## src/clock_ctrl_pkg.sv

```systemverilog
// package for the clock select and prescale block
// assumes a 25 MHz system clock and a 32-bit avalon-mm register port
package clock_ctrl_pkg;
  localparam int unsigned CLK_HZ = 25000000;
  localparam int unsigned DELAY_SHORT_MS = 4;
  localparam int unsigned DELAY_LONG_MS = 64;
  localparam int unsigned WAKE_BOD_US = 60;
  localparam int unsigned DELAY_SHORT_CYC = CLK_HZ / 1000 * DELAY_SHORT_MS;
  localparam int unsigned DELAY_LONG_CYC = CLK_HZ / 1000 * DELAY_LONG_MS;
  localparam int unsigned WAKE_BOD_CYC = CLK_HZ / 1000000 * WAKE_BOD_US;
  localparam int unsigned RESET_CK = 14;
  localparam int unsigned START_258_CK = 258;
  localparam int unsigned START_1K_CK = 1024;
  localparam int unsigned START_16K_CK = 16384;
  localparam int unsigned CHANGE_WINDOW = 4;
  localparam int unsigned CNT_W = 24;
  // register byte addresses
  localparam logic [3:0] ADDR_TRIM = 4'h0;
  localparam logic [3:0] ADDR_PRESCALE = 4'h4;
  localparam logic [3:0] ADDR_STATUS = 4'h8;
  // prescale register fields
  localparam int unsigned PCE_BIT = 7;
  localparam logic [3:0] DIV_RESET_DIV8 = 4'h3;
  localparam logic [3:0] DIV_RESET_DIV1 = 4'h0;
  localparam logic [3:0] DIV_MAX_CODE = 4'h8;
  localparam int unsigned TRIM_RANGE_BIT = 7;
  // oscillator range fuse codes
  localparam logic [2:0] RANGE_0P4 = 3'h4;
  localparam logic [2:0] RANGE_0P9 = 3'h5;
  localparam logic [2:0] RANGE_3P0 = 3'h6;
  localparam logic [2:0] RANGE_8P0 = 3'h7;
  localparam logic [3:0] CLOCK_SOURCE_SELECT_FUSES_INTERNAL_RC = 4'h2;
  typedef enum logic [1:0] {ADD_NONE, ADD_SHORT, ADD_LONG} add_delay_t;
endpackage : clock_ctrl_pkg

```

## src/startup_decode.sv

```systemverilog
`timescale 1ns/1ps
// start-up delay decode from fuse values
// assumes fuses are stable while this is read
module startup_decode
  import clock_ctrl_pkg::*;
(
  input wire logic startup_group_fuse_in,
  input wire logic [1:0] startup_time_fuses_in,
  output logic [15:0] start_ck_out,
  output add_delay_t add_delay_out
);
  // crystal start-up table
  always_comb
  begin
    case ({startup_group_fuse_in, startup_time_fuses_in})
      3'h0: begin start_ck_out = 16'(START_258_CK); add_delay_out = ADD_SHORT; end
      3'h1: begin start_ck_out = 16'(START_258_CK); add_delay_out = ADD_LONG; end
      3'h2: begin start_ck_out = 16'(START_1K_CK); add_delay_out = ADD_NONE; end
      3'h3: begin start_ck_out = 16'(START_1K_CK); add_delay_out = ADD_SHORT; end
      3'h4: begin start_ck_out = 16'(START_1K_CK); add_delay_out = ADD_LONG; end
      3'h5: begin start_ck_out = 16'(START_16K_CK); add_delay_out = ADD_NONE; end
      3'h6: begin start_ck_out = 16'(START_16K_CK); add_delay_out = ADD_SHORT; end
      default: begin start_ck_out = 16'(START_16K_CK); add_delay_out = ADD_LONG; end
    endcase
  end
endmodule : startup_decode

```

## src/ripple_prescaler.sv

```systemverilog
`timescale 1ns/1ps
// prescale counter making a one-cycle enable per divided clock
// assumes division code is held stable except at boundaries
module ripple_prescaler
  import clock_ctrl_pkg::*;
(
  input wire logic sys_clk_in,
  input wire logic arst_n_in,
  input wire logic [3:0] division_select_in,
  output logic tick_out
);
  typedef struct packed {
    logic [7:0] count;
    logic [3:0] active_div;
  } ps_state_t;
  ps_state_t st;
  ps_state_t next_st;
  logic [7:0] mask;
  // mask of counter bits for the active factor
  always_comb
  begin
    mask = 8'((9'h001 << st.active_div) - 9'h001);
  end
  // new factor applied only at a divided edge, so no short periods
  always_comb
  begin
    next_st = st;
    tick_out = ((st.count & mask) == mask);
    if (tick_out)
    begin
      next_st.count = 8'h00;
      next_st.active_div = division_select_in;
    end
    else
    begin
      next_st.count = st.count + 8'h01;
    end
  end
  always_ff @(posedge sys_clk_in or negedge arst_n_in)
  begin
    if (!arst_n_in)
      st <= '0;
    else
      st <= next_st;
  end
endmodule : ripple_prescaler

```

## src/clock_select_prescale.sv

```systemverilog
`timescale 1ns/1ps
// clock select, start-up delay, prescaler control, clock output and trim register
// assumes avalon-mm master on sys_clk_in; fuses static after power-on
// Behaviour
// - range fuses 100..111 choose oscillator amplifier range
// - group fuse and time fuses select 258, 1K or 16K start-up cycles
// - after reset wait 14 cycles plus optional 4 ms or 64 ms
// - with detector off, wake-up from sleep stretched to about 60 us
// - default is internal 8 MHz source, longest start, divide by eight
// - one division factor applies to all clock domains
// - factor change makes no glitch, no faster intermediate clock
// - prescaler counts on undivided clock, state not readable
// - new factor active between T1+T2 and T1+2*T2
// - exactly two active edges during the change interval
// - clock-out fuse drives system clock on pin, overriding I/O
// - no clock on the output pin during reset
// - output pin carries the prescaled clock
// - factory calibration loaded into trim register at reset
// - trim write retunes the oscillator at once
// - top trim bit picks low or high overlapping range
// - lower seven bits tune within range, 0x00 low to 0x7F high
// - codes 0..8 divide by 1..256, higher codes reserved
// - change enable alone, then factor within four cycles; cleared after
// - division resets to 0011 with divide-by-eight fuse, else 0000
module clock_select_prescale
  import clock_ctrl_pkg::*;
#(
  parameter int unsigned SHORT_DELAY_CYC = DELAY_SHORT_CYC,
  parameter int unsigned LONG_DELAY_CYC = DELAY_LONG_CYC,
  parameter int unsigned WAKE_DELAY_CYC = WAKE_BOD_CYC,
  parameter logic [7:0] FACTORY_TRIM = 8'h80
)
(
  input wire logic sys_clk_in,
  input wire logic arst_n_in,
  input wire logic [3:0] clock_source_select_fuses_in,
  input wire logic [1:0] startup_time_fuses_in,
  input wire logic divide_by_eight_fuse_in,
  input wire logic clock_pin_drive_fuse_in,
  input wire logic brownout_detector_off_in,
  input wire logic sleep_wake_in,
  input wire logic [3:0] avs_address,
  input wire logic avs_read,
  input wire logic avs_write,
  input wire logic [31:0] avs_writedata,
  input wire logic [3:0] avs_byteenable,
  output logic [31:0] avs_readdata,
  output logic avs_waitrequest,
  output logic [1:0] avs_response,
  output logic [2:0] oscillator_range_out,
  output logic amp_enable_out,
  output logic [7:0] oscillator_trim_out,
  output logic sys_clk_enable_out,
  output logic run_enable_out,
  output logic clock_pin_out,
  output logic clock_pin_oe_n_out
);
  typedef enum logic [2:0] {ST_LATCH, ST_OSC_START, ST_RESET_CK, ST_ADD_DELAY, ST_RUN, ST_WAKE} phase_t;
  typedef struct packed {
    phase_t phase;
    logic [CNT_W-1:0] count;
    logic [3:0] clock_source_select_fuses;
    logic [1:0] sut;
    logic div8;
    logic clock_pin_drive_fuse;
    logic [7:0] trim;
    logic [3:0] division_select;
    logic prescale_change_enable;
    logic [2:0] pce_age;
    logic ack;
    logic [31:0] rdata;
    logic [1:0] resp;
    logic clk_pin;
  } state_t;
  state_t st;
  state_t next_st;
  logic [15:0] start_ck;
  add_delay_t add_delay;
  add_delay_t add_sel;
  logic tick;
  logic ext_osc;
  logic wr_req;
  logic rd_req;
  logic byte0;
  logic [7:0] wbyte;
  logic [CNT_W-1:0] add_cycles;

  startup_decode u_startup_decode (
    .startup_group_fuse_in(st.clock_source_select_fuses[0]),
    .startup_time_fuses_in(st.sut),
    .start_ck_out(start_ck),
    .add_delay_out(add_delay)
  );

  ripple_prescaler u_ripple_prescaler (
    .sys_clk_in(sys_clk_in),
    .arst_n_in(arst_n_in),
    .division_select_in(st.division_select),
    .tick_out(tick)
  );

  // crystal mode is any code with the top fuse bit set
  assign ext_osc = st.clock_source_select_fuses[3];
  assign oscillator_range_out = st.clock_source_select_fuses[3:1];
  assign amp_enable_out = ext_osc && (st.phase != ST_LATCH);
  assign oscillator_trim_out = st.trim;
  assign run_enable_out = (st.phase == ST_RUN);
  assign sys_clk_enable_out = tick && (st.phase == ST_RUN);
  assign clock_pin_out = st.clk_pin;
  assign clock_pin_oe_n_out = !(st.clock_pin_drive_fuse && st.phase != ST_LATCH);
  // bus handshake
  assign wr_req = avs_write && !st.ack;
  assign rd_req = avs_read && !st.ack;
  assign avs_waitrequest = (avs_read || avs_write) && !st.ack;
  assign avs_readdata = st.rdata;
  assign avs_response = st.resp;
  assign byte0 = avs_byteenable[0];
  assign wbyte = avs_writedata[7:0];

  // additional reset delay length; crystal codes use the shared table, other sources the time fuses alone
  always_comb
  begin
    add_sel = add_delay;
    if (!ext_osc)
    begin
      case (st.sut)
        2'h1: add_sel = ADD_SHORT;
        2'h2: add_sel = ADD_LONG;
        default: add_sel = ADD_NONE;
      endcase
    end
    case (add_sel)
      ADD_SHORT: add_cycles = CNT_W'(SHORT_DELAY_CYC);
      ADD_LONG: add_cycles = CNT_W'(LONG_DELAY_CYC);
      default: add_cycles = '0;
    endcase
  end

  // next-state logic
  always_comb
  begin
    next_st = st;
    next_st.ack = 1'b0;
    case (st.phase)
      ST_LATCH:
      begin
        // capture fuses once, after reset release
        next_st.clock_source_select_fuses = clock_source_select_fuses_in;
        next_st.sut = startup_time_fuses_in;
        next_st.div8 = divide_by_eight_fuse_in;
        next_st.clock_pin_drive_fuse = clock_pin_drive_fuse_in;
        next_st.division_select = divide_by_eight_fuse_in ? DIV_RESET_DIV8 : DIV_RESET_DIV1;
        next_st.count = '0;
        next_st.phase = clock_source_select_fuses_in[3] ? ST_OSC_START : ST_RESET_CK;
      end
      ST_OSC_START:
      begin
        // oscillator settle count, crystal source only
        next_st.count = st.count + 1'b1;
        if (st.count >= CNT_W'(start_ck) - 1'b1)
        begin
          next_st.count = '0;
          next_st.phase = ST_RESET_CK;
        end
      end
      ST_RESET_CK:
      begin
        next_st.count = st.count + 1'b1;
        if (st.count >= CNT_W'(RESET_CK) - 1'b1)
        begin
          next_st.count = '0;
          // the fixed table covers crystal codes; other sources use the time fuses alone
          next_st.phase = (add_cycles != '0) ? ST_ADD_DELAY : ST_RUN;
        end
      end
      ST_ADD_DELAY:
      begin
        next_st.count = st.count + 1'b1;
        if (st.count >= add_cycles - 1'b1)
        begin
          next_st.count = '0;
          next_st.phase = ST_RUN;
        end
      end
      ST_RUN:
      begin
        if (sleep_wake_in)
        begin
          next_st.count = '0;
          next_st.phase = ST_WAKE;
        end
      end
      ST_WAKE:
      begin
        // wake from sleep: crystal start cycles, or the fixed wake delay instead while detector is off
        next_st.count = st.count + 1'b1;
        if (brownout_detector_off_in)
        begin
          if (st.count >= CNT_W'(WAKE_DELAY_CYC) - 1'b1)
            next_st.phase = ST_RUN;
        end
        else if (!ext_osc || st.count >= CNT_W'(start_ck) - 1'b1)
        begin
          next_st.phase = ST_RUN;
        end
      end
      default:
      begin
        next_st.phase = ST_LATCH;
      end
    endcase

    // change-enable window ages out after four cycles
    if (st.prescale_change_enable)
    begin
      next_st.pce_age = st.pce_age + 3'h1;
      if (st.pce_age >= 3'(CHANGE_WINDOW - 1))
        next_st.prescale_change_enable = 1'b0;
    end

    // clock pin toggles on each divided edge, held low outside run
    if (st.phase == ST_RUN && tick)
      next_st.clk_pin = !st.clk_pin;
    else if (st.phase != ST_RUN)
      next_st.clk_pin = 1'b0;

    // register writes
    if (wr_req)
    begin
      next_st.ack = 1'b1;
      next_st.resp = 2'h0;
      case (avs_address)
        ADDR_TRIM:
        begin
          if (byte0)
            next_st.trim = wbyte;
        end
        ADDR_PRESCALE:
        begin
          if (byte0)
          begin
            if (wbyte == 8'h80)
            begin
              // set only from idle; rewrite neither extends nor clears
              if (!st.prescale_change_enable)
              begin
                next_st.prescale_change_enable = 1'b1;
                next_st.pce_age = 3'h0;
              end
            end
            else if (st.prescale_change_enable && !wbyte[PCE_BIT])
            begin
              next_st.prescale_change_enable = 1'b0;
              if (wbyte[3:0] <= DIV_MAX_CODE)
                next_st.division_select = wbyte[3:0];
              else
                next_st.resp = 2'h2;
            end
          end
        end
        ADDR_STATUS:
        begin
        end
        default:
        begin
          next_st.resp = 2'h3;
        end
      endcase
    end

    // register reads
    if (rd_req)
    begin
      next_st.ack = 1'b1;
      next_st.resp = 2'h0;
      next_st.rdata = 32'h0000_0000;
      case (avs_address)
        ADDR_TRIM: next_st.rdata = {24'h000000, st.trim};
        ADDR_PRESCALE: next_st.rdata = {24'h000000, st.prescale_change_enable, 3'h0, st.division_select};
        ADDR_STATUS: next_st.rdata = {20'h00000, 1'b0, st.phase, st.clock_pin_drive_fuse, st.div8, st.sut, st.clock_source_select_fuses};
        default: next_st.resp = 2'h3;
      endcase
    end
  end

  // state register; trim takes the factory value at reset
  always_ff @(posedge sys_clk_in or negedge arst_n_in)
  begin
    if (!arst_n_in)
    begin
      st <= '0;
      st.phase <= ST_LATCH;
      st.clock_source_select_fuses <= CLOCK_SOURCE_SELECT_FUSES_INTERNAL_RC;
      st.sut <= 2'h2;
      st.div8 <= 1'b1;
      st.division_select <= DIV_RESET_DIV8;
      st.trim <= FACTORY_TRIM;
    end
    else
    begin
      st <= next_st;
    end
  end
endmodule : clock_select_prescale

```

## config.mk

```make
export PLATFORM = sky130hd
export DESIGN_NAME = clock_select_prescale
export DESIGN_NICKNAME = d
export VERILOG_FILES = /design/src/clock_ctrl_pkg.sv /design/src/startup_decode.sv /design/src/ripple_prescaler.sv /design/src/clock_select_prescale.sv
export SDC_FILE = /design/constraint.sdc
export NUM_CORES = 1
export LEC_CHECK = 0
export BUFFER_PORTS_ARGS = -buffer_cell sky130_fd_sc_hd__buf_2
export CAP_MARGIN = 25
export CORE_ASPECT_RATIO = 0.5
export CORE_MARGIN = 5
export CORE_UTILIZATION = 51
export CTS_BUF_LIST = sky130_fd_sc_hd__clkbuf_16
export DETAILED_ROUTE_END_ITERATION = 6
export PLACE_DENSITY = 0.78
export SYNTH_ARGS = -nofsm -noshare
export SYNTH_HDL_FRONTEND = slang
export SYNTH_SLANG_ARGS = --single-unit
```

## constraint.sdc

```tcl
create_clock -name sys_clk_in -period 3.6 [get_ports sys_clk_in]
set_clock_uncertainty 0.1 [all_clocks]
set_input_delay 0.72 -clock sys_clk_in [delete_from_list [all_inputs] [get_ports sys_clk_in]]
set_output_delay 0.72 -clock sys_clk_in [all_outputs]
set_load 0.05 [all_outputs]
```

# Word-level counts from Yosys, hierarchy flattened
# Cells that the tools add are included.
dict set report word_totals {
  regBits 99
  in_bits 54
  out_inout_bits 51
  word_cells 128
}
dict set report classes {
  addsub 6
  magnitude_cmp 6
  eq_ne 26
  n_shift 1
  n_mux 41
  bitwise 1
  n_reduce_logical 31
}
# op n
set op_table {}
lappend op_table {{case mux 24 bit (6 select lines)} 1}
lappend op_table {{two-way mux 27 bit} 4}
lappend op_table {{>= comparator 24 bit} 2}
lappend op_table {{case mux 21 bit (2 select lines)} 1}
lappend op_table {{two-way mux 35 bit} 1}
lappend op_table {{case mux 11 bit (3 select lines)} 1}
lappend op_table {{case mux 15 bit (2 select lines)} 1}
lappend op_table {{adder 24 x 1 -> 24 bit (second input constant)} 1}
lappend op_table {{>= comparator 24 x 11 -> 1 bit (second input constant)} 1}
lappend op_table {{>= comparator 24 x 4 -> 1 bit (second input constant)} 1}
lappend op_table {{two-way mux 8 bit} 3}
lappend op_table {{nonzero test 24 bit} 1}
lappend op_table {{subtractor 24 x 1 -> 24 bit (second input constant)} 1}
lappend op_table {{two-way mux 4 bit} 5}
lappend op_table {{two-way mux 2 bit} 9}
lappend op_table {{case mux 3 bit (6 select lines)} 1}
lappend op_table {{subtractor 16 x 1 -> 17 bit (second input constant)} 1}
lappend op_table {{== test 3 bit (second input constant)} 5}
lappend op_table {{two-way mux 3 bit} 5}
lappend op_table {{== test 3 x 2 -> 1 bit (second input constant)} 4}
lappend op_table {{case mux 2 bit (2 select lines)} 3}
lappend op_table {{two-way mux 9 bit} 1}
lappend op_table {{!= test 3 bit (second input constant)} 3}
lappend op_table {{OR reduction 3 bit} 3}
lappend op_table {{29 further kinds} 53}

# Depth between registers and ports, before layout
dict set report depth {
  depth_word 10
  ltp_mapped 17
  ltp_nobuf 15
}

# Hierarchy
# From an unflattened synthesis, not the netlist that was laid out.
dict set report hier_totals {
  hier_cells 694
  area_unflattened_um2 6085.8
}
# module n_inst cells_each area_per_inst_um2 seq_area_each_um2
set by_module_without_submodules {}
lappend by_module_without_submodules {clock_select_prescale 1 612 5263.8 1659.1}
lappend by_module_without_submodules {ripple_prescaler 1 60 664.4 300.3}
lappend by_module_without_submodules {startup_decode 1 22 157.7 0.0}

# Worst setup path before layout
# No wires, ideal clock.
dict set report synth_timing {
  kind {register to register}
  start {register st[55] in the netlist's numbering}
  end {register st[80] in the netlist's numbering}
  setup_ns 0.069
  t_arrival_ns 3.629
  required_time_ns 3.431
  path_slack_ns -0.197
  path_stages_with_launch 16
  path_buffers 2
  period_less_slack_ns 3.797
  path_cell_list {dfstp_2 -> clkbuf_1 -> xnor2_1 -> a21o_1 -> a22o_1 -> ha_1 -> inv_1 -> ha_1 -> a21oi_1 -> o21ai_1 -> a2111oi_2 -> o211ai_1 -> o221a_2 -> buf_2 -> or3_1 -> nand3_1}
}
dict set report synth_between {
  elab_chain_len 10
  elab_cells_between_ends 27
  classes_between {2 x add/sub; 2 x order compare; 10 x eq/ne; 8 x mux; 5 x reduce/logical}
}
# element line_no
set synth_rtl {}
lappend synth_rtl {{start, declared} clock_select_prescale.sv:75} ;# state_t st;
lappend synth_rtl {{start signal, assigned} clock_select_prescale.sv:301} ;# st <= next_st;
lappend synth_rtl {{== test 3 x 2 -> 1 bit, or another cell as far along} startup_decode.sv:15} ;# case ({startup_group_fuse_in, startup_time_fuses_in})
lappend synth_rtl {{OR reduction 3 bit (no source line) / OR reduction 2 bit (equally long branches)} --}
lappend synth_rtl {{case mux 2 bit (2 select lines)} startup_decode.sv:15}
lappend synth_rtl {{two-way mux 2 bit} clock_select_prescale.sv:124} ;# if (!ext_osc)
lappend synth_rtl {{== test 2 bit / == test 2 x 1 -> 1 bit (equally long branches)} clock_select_prescale.sv:132} ;# case (add_sel)
lappend synth_rtl {{case mux 21 bit (2 select lines)} clock_select_prescale.sv:132}
lappend synth_rtl {{subtractor 24 x 1 -> 24 bit} clock_select_prescale.sv:179} ;# if (st.count >= add_cycles - 1'b1)
lappend synth_rtl {{>= comparator 24 bit} clock_select_prescale.sv:179}
lappend synth_rtl {{two-way mux 27 bit} clock_select_prescale.sv:179}
lappend synth_rtl {{case mux 24 bit (6 select lines) *} clock_select_prescale.sv:144} ;# case (st.phase)
# Every way passes the cells marked *; elsewhere a longest branch is shown, timed or not. The select of a mux whose other input is x is not followed.
# A chain may end at the register's enable or synchronous reset.

# Final worst setup path
dict set report layout_timing {
  start {register u_ripple_prescaler.st[0] in the netlist's numbering}
  end {output sys_clk_enable_out}
}
dict set report layout_between {
  elab_chain_len 5
}
# element line_no
set layout_rtl {}
lappend layout_rtl {{start, declared} ripple_prescaler.sv:16} ;# ps_state_t st;
lappend layout_rtl {{start signal, assigned} ripple_prescaler.sv:44} ;# st <= next_st;
lappend layout_rtl {{left shift 1 x 4 -> 8 bit *} ripple_prescaler.sv:22} ;# mask = 8'((9'h001 << st.active_div) - 9'h001);
lappend layout_rtl {{subtractor 8 x 1 -> 8 bit *} ripple_prescaler.sv:22}
lappend layout_rtl {{AND 8 bit} ripple_prescaler.sv:28} ;# tick_out = ((st.count & mask) == mask);
lappend layout_rtl {{== test 8 bit *} ripple_prescaler.sv:28}
lappend layout_rtl {{logical AND 1 bit *} clock_select_prescale.sv:108} ;# assign sys_clk_enable_out = tick && (st.phase == ST_RUN);
lappend layout_rtl {{end, declared} clock_select_prescale.sv:53} ;# output logic sys_clk_enable_out,
# Every way passes the cells marked *; elsewhere a longest branch is shown, timed or not.

==> summary.md <==
| Metric | Value |
|---|---|
| Status | `complete, but fails checks` |
| Failing checks | `negative setup slack` |
| Critical path type | `flip-flop to primary output` |
| Antenna-violating nets left | `0` |
| Reg clk slew, reported paths | `60 ps` |
| Fillers | `762` |
| Final Wtd Congestion | `0.849` |
| Critical Path Most Common Cell | `and2_4` |
| Die area | `12,600 sq um` |
| CP max stage cell | `or4_4` |
| Slowest stage delay, CP | `560 ps` |
| Clock Latency Late Sink | `340 ps` |
| Synth cell types | `60` |
| Initial core utilization | `0.520` |
| Final cell count without fillers | `786` |
| Total congestion overflow | `0` |
| First-pass GRT wire length | `21.4 mm` |
| Die H | `81.8 um` |
| # port buffers | `56` |
| Sequential cell area | `1960 sq um` |
| Worst slew pin tran | `1010 ps` |
| WL/cell | `17.7 um` |
| Final instance area | `6390 sq um` |
| Commonest cells after routing, fill and taps aside | `dfrtp_1, nand2_1, buf_2, nor2_1, ha_1` |
| Hold Crit Class | `input port to asynchronous set/reset pin` |
| Multiplexer area fraction after synthesis | `0.0407` |
| CP max FO | `3` |
| CP arrival | `2860 ps` |
| Synth Area in Compound Gates | `0.172` |
| Commonest register cell after synthesis | `dfrtp_1` |
| Wl on met1 | `5.77 mm` |
| Diodes inserted | `0` |
| XOR/XNOR Fraction of Synth Area | `0.0150` |
| H-tree levels | `3` |
| Vias | `4,594` |
| Post-Synth Simple-Gate Area | `0.198` |
| CTS sink count | `78` |
| Die X-Extent | `154 um` |
| Row count | `26` |
| Fraction of registers with async set/reset | `1.00` |
| EDFF count, synth | `0` |
| LEAKAGE | `0.00303 uW` |
| Final setup viols | `3` |
| Number of CTS-inserted buffers | `9` |
| Rel. slew slack | `0.322` |
| CTS Buffer Depth | `2` |
| DRC | `0` |
| Metal3 WL | `882 um` |
| Root buffer cell | `clkbuf_16` |
| CP Cell Sequence | `or4_4, ha_4, and2_4, o211ai_1, a21oi_2, a2111oi_4, a21boi_4, and2_4, buf_8` |
| Final Hold Fails | `0` |
| Final Cycle Share | `1.02` |
| Vias per inst | `5.84` |
| Largest family of logic cells by synthesized area | `simple AND/OR/NAND/NOR gates` |
| Max Fclk | `0.272 GHz` |
| Share of layout cells above drive strength 1 | `0.286` |
| Slew Viols, Final | `0` |
| Multi-input combinational cell area | `3180 sq um` |
| Top Layer Used | `met4` |
| Placed cell area | `5540 sq um` |
| First-iteration detailed-routing DRC count | `311` |
| Met2 WL | `6.95 mm` |
| Setup tns final | `-133 ps` |
| PwrDens | `468 nW/um^2` |
| Vias in the first global route | `4,440` |
| Most common cell after layout, fill and taps aside | `dfrtp_1` |
| FF+latch count, synth | `78` |
| RSZ-0062 raised after global routing | `true` |
| Worst setup margin | `-78.0 ps` |
| Worst hold slack | `122 ps` |
| Sequential area share after synthesis | `0.373` |
| HPWL after DPL | `8.85 mm` |
| Final nets | `738` |
| WP data required | `2780 ps` |
| CTS tree | `done` |
| Worst VDD drop | `0.269 mV` |
| I/O pin count | `105` |
| Synthesized area per cell | `9.03 sq um` |
| Fin crit period | `3680 ps` |
| Initial antenna violation count | `0` |
| Area growth syn-to-layout | `21.5%` |
| Adder-cell share of the synthesized area | `0.102` |
| CP Launch Type | `flip-flop` |
| R2r setup slk | `-40 ps` |
| Crit end category | `primary output` |
| Core ar. | `10,100 sq um` |
| Synth warnings | `0` |
| Placed cells | `752` |
| Area of the mapped netlist | `5260 sq um` |
| Pin count of the biggest net entering global routing | `79` |
| Pre-CTS setup slack | `-62.1 ps` |
| Drt pass-1 iters | `5` |
| Overall global routing resource usage | `0.210` |
| Syn Inst Count | `582` |
| DRT Wirelength | `13.9 mm` |
| # Max-Cap Violations | `0` |
[sequential cells by signal, indices dropped and copies added, names as in the netlist]
| register | cells |
|---|---|
| avs_response | 2 |
| u_ripple_prescaler.st | 12 |
| clock_pin_out | 1 |
| oscillator_range_out | 3 |
| st | 41 |
| avs_readdata | 11 |
| oscillator_trim_out | 8 |
[routing by layer]
layer,vias to the layer above,track usage
met5,-,0
met4,0,0.0811
met3,33,0.0405
met2,183,0.369
met1,2220,0.260
li1,2158,-
[power by group]
| part | total (uW) | internal (uW) | switching [uW] |
|---|---|---|---|
| combinational | 908 | 322 | 586 |
| sequential | 1030 | 939 | 88.8 |
| clock | 1050 | 680 | 372 |
| total | 2990 | 1940 | 1050 |
[cell families (layout without fill, tap and decap cells)]
kind of cell | count (synthesis) | in the layout
and+or+nand+nor | 207 | 207
AOI/OAI and AO/OA | 134 | 134
buffers and inverters | 90 | 134
DFF | 78 | 78
adders and majority gates | 43 | 43
muxes | 20 | 20
xor gates and xnor gates | 9 | 9
other | 1 | 21
[cell type report]
class | count | share of cell area
Clock buffer | 9 | 0.0353
Timing Repair Buffer | 94 | 0.0989
Clock inverter | 7 | 0.0188
Multi-Input combinational cell | 434 | 0.497
Inverter | 24 | 0.0153
Sequential cell | 78 | 0.307
Tap cell | 140 | 0.0274
[synth_stat cells (6+ instances only)]
library cell / n / area, sq um
dfstp_2: 6 / 158
o31ai_1: 7 / 52.6
o211ai_1: 11 / 82.6
mux2_2: 8 / 90.1
nor2b_1: 7 / 43.8
a22o_1: 8 / 70.1
nand2_1: 67 / 251
nor3_1: 7 / 35.0
buf_2: 6 / 30.0
dfrtp_1: 72 / 1800
ha_1: 43 / 538
a21oi_1: 36 / 180
and3_1: 8 / 50.1
o21ai_0: 30 / 150
nand2b_1: 6 / 37.5
nand3_1: 34 / 170
nand4_1: 10 / 62.6
nor2_1: 34 / 128
inv_1: 23 / 86.3
buf_4: 46 / 345
clkbuf_1: 13 / 48.8
mux2i_1: 9 / 90.1
and4_1: 6 / 52.6
[timing repair]
item | in CTS | in global routing
hold buffers | 0 | 0
setup buffers | 8 | 8
endpoints found under the setup margin | 9 | 26
cloned | 0 | 2
gates resized for setup | 17 | 61
pin swaps | 11 | 24
[stage by stage]
stage,util,power [uW]
floorplan,-,1600
global placement,0.547,1740
detailed placement,0.547,1760
CTS,0.597,2850
global route,0.631,3110
finish,0.631,2990
[final timing paths]
path	startpoint	end	depth (start not counted)
max	u_ripple_prescaler.st[0]$_DFFE_PN0N_	sys_clk_enable_out	9
min	arst_n_in	st[64]$_DFFE_PN0P_	1
max reg2reg	st[55]$_DFFE_PN1P_	st[73]$_DFFE_PN0P_	14
min reg2reg	avs_readdata[9]$_DFFE_PN0P_	avs_readdata[9]$_DFFE_PN0P_	2
max in group asynchronous	arst_n_in	oscillator_trim_out[7]$_DFFE_PN1P_	2
min in group sys_clk_in	avs_readdata[9]$_DFFE_PN0P_	avs_readdata[9]$_DFFE_PN0P_	2
[critical path: cells and delay by family (launching register included)]
family | cells | cell delay, ps
compound gates | 4 | 950
simple gates | 3 | 860
flops | 1 | 380
fa+ha+maj | 1 | 180
buf+inv | 1 | 140
(Power assumes the default switching activity.)
